[config.mk]
export PLATFORM = sky130hd
export DESIGN_NAME = cbsbn_bank
export DESIGN_NICKNAME = d
export VERILOG_FILES = /design/src/cbsbn_pkg.sv /design/src/cbsbn_flag.sv /design/src/cbsbn_bank.sv
export SDC_FILE = /design/constraint.sdc
export NUM_CORES = 1
export LEC_CHECK = 0
export BUFFER_PORTS_ARGS = -buffer_cell sky130_fd_sc_hd__clkbuf_2
export CORE_ASPECT_RATIO = 1.2
export CORE_UTILIZATION = 35
export CTS_BUF_LIST = sky130_fd_sc_hd__clkbuf_8
export CTS_CLUSTER_SIZE = 28
export DETAILED_ROUTE_END_ITERATION = 12
export GPL_TIMING_DRIVEN = 0
export PLACE_DENSITY = 0.64
export SKIP_CTS_REPAIR_TIMING = 1
export SLEW_MARGIN = 20
export SYNTH_ARGS = -nofsm -noshare
export SYNTH_HDL_FRONTEND = slang
export SYNTH_HIERARCHICAL = 1
export SYNTH_SLANG_ARGS = --single-unit
[constraint.sdc]
create_clock -name mclk_in -period 1.45 [get_ports mclk_in]
set_input_delay 0.145 -clock mclk_in [delete_from_list [all_inputs] [get_ports mclk_in]]
set_output_delay 0.145 -clock mclk_in [all_outputs]
set_load 0.01 [all_outputs]
[src/cbsbn_pkg.sv]
// constants and carrier types for the secondary status and bus number bank
`default_nettype none
package cbsbn_pkg;
  // byte offsets in configuration space
  localparam logic [7:0] OFS_SEC_STATUS = 8'h16;
  localparam logic [7:0] OFS_PRIMARY_BUS = 8'h18;
  localparam logic [7:0] OFS_CARD_BUS = 8'h19;
  localparam logic [7:0] OFS_SUBORD_BUS = 8'h1a;
  // status bit positions
  localparam int BIT_BUS_PARITY = 15;
  localparam int BIT_CARD_SYSERR = 14;
  localparam int BIT_MASTER_ABORT = 13;
  localparam int BIT_RECV_TABORT = 12;
  localparam int BIT_SIG_TABORT = 11;
  localparam int BIT_TIMING_HI = 10;
  localparam int BIT_TIMING_LO = 9;
  localparam int BIT_MASTER_DPAR = 8;
  localparam int NUM_FLAGS = 6;
  // fixed field values
  localparam logic [1:0] SELECT_TIMING_CODE = 2'h1;
  localparam logic [7:0] BUS_NUM_RESET = 8'h00;
  localparam logic [15:0] STATUS_RESET = 16'h0200;
  // one configuration access from the host
  typedef struct packed {
    logic rd;
    logic wr;
    logic [7:0] addr;
    logic [15:0] wdata;
  } cbsbn_cfg_req_type;
  // hardware event strobes from the card engine
  typedef struct packed {
    logic bus_parity_err;
    logic card_system_error_signal;
    logic master_abort;
    logic recv_target_abort;
    logic sig_target_abort;
    logic card_parity_error_signal;
    logic master_in_data_phase;
  } cbsbn_event_type;
  // forwarding decision for a primary configuration cycle
  typedef enum logic [1:0] {
    CBSBN_FWD_NONE,
    CBSBN_FWD_TYPE0,
    CBSBN_FWD_TYPE1
  } cbsbn_fwd_type;
endpackage
`default_nettype wire

[src/cbsbn_flag.sv]
// one sticky event flag with write-one-to-clear
`default_nettype none
module cbsbn_flag (
  // clock and reset
  input wire logic mclk_in,
  input wire logic srst_in,
  // set and clear
  input wire logic set_in,
  input wire logic clr_in,
  // state
  output logic flag_out
);
  logic next_flag;
  // set beats clear in the same cycle
  always_comb begin
    next_flag = flag_out;
    if (clr_in) begin
      next_flag = 1'b0;
    end
    if (set_in) begin
      next_flag = 1'b1;
    end
  end
  // registered flag; reset clears it
  always_ff @(posedge mclk_in) begin
    if (srst_in) begin
      flag_out <= 1'b0;
    end else begin
      flag_out <= next_flag;
    end
  end
endmodule
`default_nettype wire

[src/cbsbn_bank.sv]
// secondary status, bus number registers and configuration forwarding
`default_nettype none
module cbsbn_bank (
  // clock and reset
  input wire logic mclk_in,
  input wire logic srst_in,
  // configuration access
  input wire cbsbn_pkg::cbsbn_cfg_req_type cfg_in,
  output logic [15:0] rdata_out,
  output logic rvalid_out,
  // card engine events and control
  input wire cbsbn_pkg::cbsbn_event_type event_in,
  input wire logic parity_resp_en_in,
  // configuration cycle forwarding
  input wire logic fwd_req_in,
  input wire logic [7:0] fwd_bus_in,
  output cbsbn_pkg::cbsbn_fwd_type fwd_out,
  // bus numbers for the forwarding datapath
  output logic [7:0] primary_bus_num_out,
  output logic [7:0] card_bus_num_out,
  output logic [7:0] subord_bus_num_out
);
  logic [7:0] primary_bus_num;
  logic [7:0] card_bus_num;
  logic [7:0] subord_bus_num;
  logic [7:0] next_primary_bus_num;
  logic [7:0] next_card_bus_num;
  logic [7:0] next_subord_bus_num;
  logic [cbsbn_pkg::NUM_FLAGS-1:0] flag_set;
  logic [cbsbn_pkg::NUM_FLAGS-1:0] flag_clr;
  logic [cbsbn_pkg::NUM_FLAGS-1:0] flags;
  logic [15:0] status_word;
  logic wr_status;
  logic [15:0] next_rdata;
  logic next_rvalid;
  cbsbn_pkg::cbsbn_fwd_type next_fwd;

  // event sources, flag index 5 down to 0 maps bits 15..11 and 8
  always_comb begin
    flag_set[5] = event_in.bus_parity_err;
    flag_set[4] = event_in.card_system_error_signal;
    flag_set[3] = event_in.master_abort;
    flag_set[2] = event_in.recv_target_abort;
    flag_set[1] = event_in.sig_target_abort;
    flag_set[0] = event_in.card_parity_error_signal &
                  event_in.master_in_data_phase &
                  parity_resp_en_in;
  end

  // write-one-to-clear decode; zeros leave flags alone
  assign wr_status = cfg_in.wr && (cfg_in.addr == cbsbn_pkg::OFS_SEC_STATUS);
  assign flag_clr = {cfg_in.wdata[cbsbn_pkg::BIT_BUS_PARITY:
                                  cbsbn_pkg::BIT_SIG_TABORT],
                     cfg_in.wdata[cbsbn_pkg::BIT_MASTER_DPAR]} &
                    {cbsbn_pkg::NUM_FLAGS{wr_status}};

  genvar gi;
  generate
    for (gi = 0; gi < cbsbn_pkg::NUM_FLAGS; gi++) begin : g_flag
      cbsbn_flag cbsbn_flag_inst (
        .mclk_in(mclk_in),
        .srst_in(srst_in),
        .set_in(flag_set[gi]),
        .clr_in(flag_clr[gi]),
        .flag_out(flags[gi])
      );
    end
  endgenerate

  // status image; hardwired fields cannot be written
  always_comb begin
    status_word = cbsbn_pkg::STATUS_RESET;
    // bits 7..0 stay zero
    status_word[cbsbn_pkg::BIT_BUS_PARITY:cbsbn_pkg::BIT_SIG_TABORT] =
      flags[5:1];
    status_word[cbsbn_pkg::BIT_TIMING_HI:cbsbn_pkg::BIT_TIMING_LO] =
      cbsbn_pkg::SELECT_TIMING_CODE;
    status_word[cbsbn_pkg::BIT_MASTER_DPAR] = flags[0];
  end

  // bus number registers, byte wide in the low lanes
  always_comb begin
    next_primary_bus_num = primary_bus_num;
    next_card_bus_num = card_bus_num;
    next_subord_bus_num = subord_bus_num;
    if (cfg_in.wr) begin
      unique case (cfg_in.addr)
        cbsbn_pkg::OFS_PRIMARY_BUS: begin
          next_primary_bus_num = cfg_in.wdata[7:0];
        end
        cbsbn_pkg::OFS_CARD_BUS: begin
          next_card_bus_num = cfg_in.wdata[7:0];
        end
        cbsbn_pkg::OFS_SUBORD_BUS: begin
          next_subord_bus_num = cfg_in.wdata[7:0];
        end
        default: begin
        end
      endcase
    end
  end

  // registered read data; unmapped offsets read zero
  always_comb begin
    next_rvalid = cfg_in.rd;
    next_rdata = 16'h0000;
    if (cfg_in.rd) begin
      unique case (cfg_in.addr)
        cbsbn_pkg::OFS_SEC_STATUS: next_rdata = status_word;
        cbsbn_pkg::OFS_PRIMARY_BUS: next_rdata = {8'h00, primary_bus_num};
        cbsbn_pkg::OFS_CARD_BUS: next_rdata = {8'h00, card_bus_num};
        cbsbn_pkg::OFS_SUBORD_BUS: next_rdata = {8'h00, subord_bus_num};
        default: next_rdata = 16'h0000;
      endcase
    end
  end

  // forwarding decision uses all three numbers together
  always_comb begin
    next_fwd = cbsbn_pkg::CBSBN_FWD_NONE;
    if (fwd_req_in) begin
      if (fwd_bus_in == card_bus_num &&
          fwd_bus_in != primary_bus_num) begin
        next_fwd = cbsbn_pkg::CBSBN_FWD_TYPE0;
      end else if (fwd_bus_in > card_bus_num &&
                   fwd_bus_in <= subord_bus_num &&
                   fwd_bus_in != primary_bus_num) begin
        next_fwd = cbsbn_pkg::CBSBN_FWD_TYPE1;
      end
    end
  end

  // bus numbers, read data and forwarding; reset is synchronous so outputs settle on one edge
  always_ff @(posedge mclk_in) begin
    if (srst_in) begin
      primary_bus_num <= cbsbn_pkg::BUS_NUM_RESET;
      card_bus_num <= cbsbn_pkg::BUS_NUM_RESET;
      subord_bus_num <= cbsbn_pkg::BUS_NUM_RESET;
      rdata_out <= 16'h0000;
      rvalid_out <= 1'b0;
      fwd_out <= cbsbn_pkg::CBSBN_FWD_NONE;
    end else begin
      primary_bus_num <= next_primary_bus_num;
      card_bus_num <= next_card_bus_num;
      subord_bus_num <= next_subord_bus_num;
      rdata_out <= next_rdata;
      rvalid_out <= next_rvalid;
      fwd_out <= next_fwd;
    end
  end

  assign primary_bus_num_out = primary_bus_num;
  assign card_bus_num_out = card_bus_num;
  assign subord_bus_num_out = subord_bus_num;
endmodule
`default_nettype wire

==> results list <==
- Status: finished, final reports clean
- Share of total power in sequential cells: 52.6%
* Internal power of the cells: 1.95 mW
- In this run, synthesis produced a sequential element count of 48.
* Vias after detailed routing: 1995
- For the pin with the worst max-slew slack, the measured transition is 0.716 ns.
- Of the cells placed in the final design, the portion with a size suffix greater than 1 is 36.5%.
- Critical Path AT: 1.59 ns
- Sequential cell area: 968 sq um
* Post-Syn Instances: 248
- Sort of element at the start of the critical path: input pin
* Highest achievable clock rate: 709 MHz
- TritonCTS created 5 clock buffers.
- Total of endpoints with negative setup slack in the final report: 0
- Footprint of the multi-input gates: 1270 sq um
- Among all cell types in the netlist, the one instantiated most often is dfxtp_1.
* First-pass iteration count of the detailed router: 4
* Max Cap Viol: 0
- Clock network power share: 38.2%
* Critical path data required time: 1.63 ns
- Post-layout instance count excluding filler cells: 427
- Worst-case clock buffer depth: 2
* Summed negative setup slack over all endpoints: 0 ns
* GRT Resource Usage Total: 17.0%
* Largest area contributor in the netlist: dfxtp_1
- The worst-case IR drop observed on VDD is 0.558 mV.
- Reported leakage power: 1.50 nW
- Final Cycle Share: 97.2%
* DP HPWL: 4330 um
* Sequential share of the synthesized area: 41.2%
- Overall power after layout: 2.54 mW
- Measured along the y axis, the die boundary spans 91.4 um.
* Remaining number of nets flagged by the antenna check after routing: 0
- Clock skew on the completed layout was measured at 0.00505 ns.
- For this configuration, the core starts out at a cell density of 36.2%.
* Core box area: 6450 sq um
- Cell at the root of the clock tree: clkbuf_8
- The most used flip-flop cell after synthesis is dfxtp_1.
- Relative contribution of combinational cells to total power: 9.2%
- Entering global routing, the biggest net connects 16 pins.
* Final critical delay including setup and external delays: 1.41 ns
- In this run the tool buffered the top-level ports with 84 buffer cells.
* Number of antenna repair diodes: 0
* Hold Path Class: in2reg
- Switching share of power: 23.3%
- Unrepaired setup endpoints after global routing: yes
* TritonCTS clock tree: built
- Final count of pins violating max slew: 0
- CTS saw 48 sinks.
- The number of antenna violations at the first check in global routing came to 0.
- When the netlist entered floorplanning its net count stood at 309.
- Die W: 76.5 um
* Count of placed standard cells including taps: 417
- The final layout contains routed wiring with a total length of 5760 um.
- # nets final: 402
* Count of routing violations after the opening detailed-route iteration: 65
- Fillcell total: 646
* Vias in the first global route: 1939
- After synthesis, the largest area contributor takes up 41.2% of total cell area.
- Average routed wire per standard cell: 13.5 um
- Relative to the synthesized area, the layout overhead comes to 29.7%.
- Global-route wire length before repair: 9380 um
- Boundary pin count: 88
- Number of distinct library cell variants in the gate-level netlist after synthesis: 30
* Worst relative slew slack: 52.1%
- In this run, synthesis inferred 0 flip-flops with an integrated enable.
* Post-placement worst setup slack: -0.398 ns
- Number of warnings reported in the yosys synthesis log: 6
- At the later pin of the worst-skew pair, clock insertion delay measures 0.30 ns.
- In the post-route analysis, the smallest setup slack over all paths is 0.0400 ns.
- The synthesized netlist occupies a cell area of 2330 sq um.
- DR vias/cell: 4.67
- Top cells by area, synth: dfxtp_1 41%, mux2i_1 10%, ha_1 8.6%
* Count of final hold-check violations: 0
* Kind of end point of the critical path: flip-flop
- The congestion estimate from routability-driven global placement came to 0.831.
* Most frequent cells after synthesis: 48 x dfxtp_1, 37 x nor2_1, 24 x mux2i_1, 22 x inv_1, 16 x ha_1
- # rows: 32
* Mean post-synth cell area: 9.40 sq um
- Of all nets on the critical path, the largest fanout is 8.
* Overflow after GRT: 0
- In this run the power spent charging and discharging nets is 0.593 mW.
- In the routed design, unresolved DRC markers number 0.
* Synth async-reset ratio: 0%
* Power Density: 841 nW/um^2
- The H-tree was split into 2 levels.
* Final core utilization: 46.9%
* Die outline area: 7000 sq um
- Clock edge transition at the registers on the reported setup and hold paths: 0.09 ns
- By startpoint and endpoint, the worst setup path is classified as in2reg.
-- critical path: stages --
cell     delay [ns]
buf_6          0.10
nor4b_4        0.32
nand2_1        0.14
or4_1          0.50
buf_6          0.18
mux2i_1        0.16
nor2_1         0.05
-- power groups by stage --
stage / sequential [mW] / combinational [mW] / clock, mW
global route: 1.34 / 0.261 / 1.04
floorplan: 1.37 / 0.111 / 0
global placement: 1.37 / 0.221 / 0
detailed placement: 1.37 / 0.224 / 0
finish: 1.34 / 0.234 / 0.973
CTS: 1.34 / 0.225 / 1.00
-- final timing paths --
kind	endpoint	slack [ns]	depth (start not counted)	startpoint
max	primary_bus_num_out[2]$_SDFFE_PP0P_	0.04	7	cfg_in[21]
min	g_flag[3].cbsbn_flag_inst/flag_out$_SDFFE_PP0P_	0.05	3	event_in[4]
min reg2reg	rdata_out[15]$_SDFF_PP0_	0.46	1	g_flag[5].cbsbn_flag_inst/flag_out$_SDFFE_PP0P_
max reg2reg	fwd_out[1]$_SDFF_PP0_	0.05	7	subord_bus_num_out[1]$_SDFFE_PP0P_
-- registers in the layout, summed over array words and instances (netlist names) --
name,cells
g_flag.cbsbn_flag_inst/flag_out,6
card_bus_num_out,8
primary_bus_num_out,8
subord_bus_num_out,8
rdata_out,15
rvalid_out,1
fwd_out,2
-- routing by layer --
layer / up-vias / routed length, um / global-route usage [%]
li1: 1019 / - / -
met1: 900 / 2610 / 21.4
met2: 68 / 2620 / 28.0
met3: 8 / 442 / 5.73
met4: 0 / 82 / 3.69
met5: - / 0 / 0
-- cell families (layout without fill, tap and decap cells) --
family | after synthesis | in the layout | synth area share (%)
flip-flops | 48 | 48 | 41.2
buffers and inverters | 30 | 124 | 5.47
multiplexers | 32 | 32 | 14.2
AO/OA/AOI/OAI | 30 | 30 | 8.53
AND/OR/NAND/NOR | 83 | 83 | 18.9
adder cells (fa/ha/maj) | 16 | 16 | 8.58
other | 1 | 1 | 0.161
XOR/XNOR | 8 | 8 | 3.00
-- metrics by stage --
| step | hold WS, ns | area (sq um) |
|---|---|---|
| 6_report | 0.0477 | 3030 |
| 5_1_grt | 0.0562 | 3030 |
| 4_1_cts | 0.0403 | 2970 |
| 3_5_place_dp | 0.374 | 2860 |
| 3_3_place_gp | 0.370 | 2860 |
| 2_1_floorplan | 0.207 | 2340 |
-- final cells by class --
| type | instances | share of cell area (%) |
|---|---|---|
| timing repair buffer | 87 | 14.8 |
| clock inverter | 3 | 1.41 |
| sequential | 48 | 32.0 |
| inverter | 22 | 2.73 |
| tap | 85 | 3.52 |
| clock buffer | 5 | 2.27 |
| buffer | 7 | 1.28 |
| multi-input combinational | 170 | 41.9 |
-- layout by cell type (no fill, tap or decap), types with 2 or more instances in the layout --
cell / n
ha_1: 15
a21oi_2: 6
clkbuf_8: 5
o21ai_0: 4
inv_1: 22
dfxtp_1: 42
buf_4: 4
clkbuf_1: 4
a22oi_1: 8
a21oi_1: 9
and2_1: 12
buf_6: 2
nand4_1: 6
nor2b_1: 5
clkbuf_2: 84
nand2_1: 7
mux2_2: 8
mux2i_1: 24
and3_1: 2
xnor2_1: 8
nor2_1: 36
nand2b_1: 7
dfxtp_2: 6
Power figures use the tool's default switching activity.
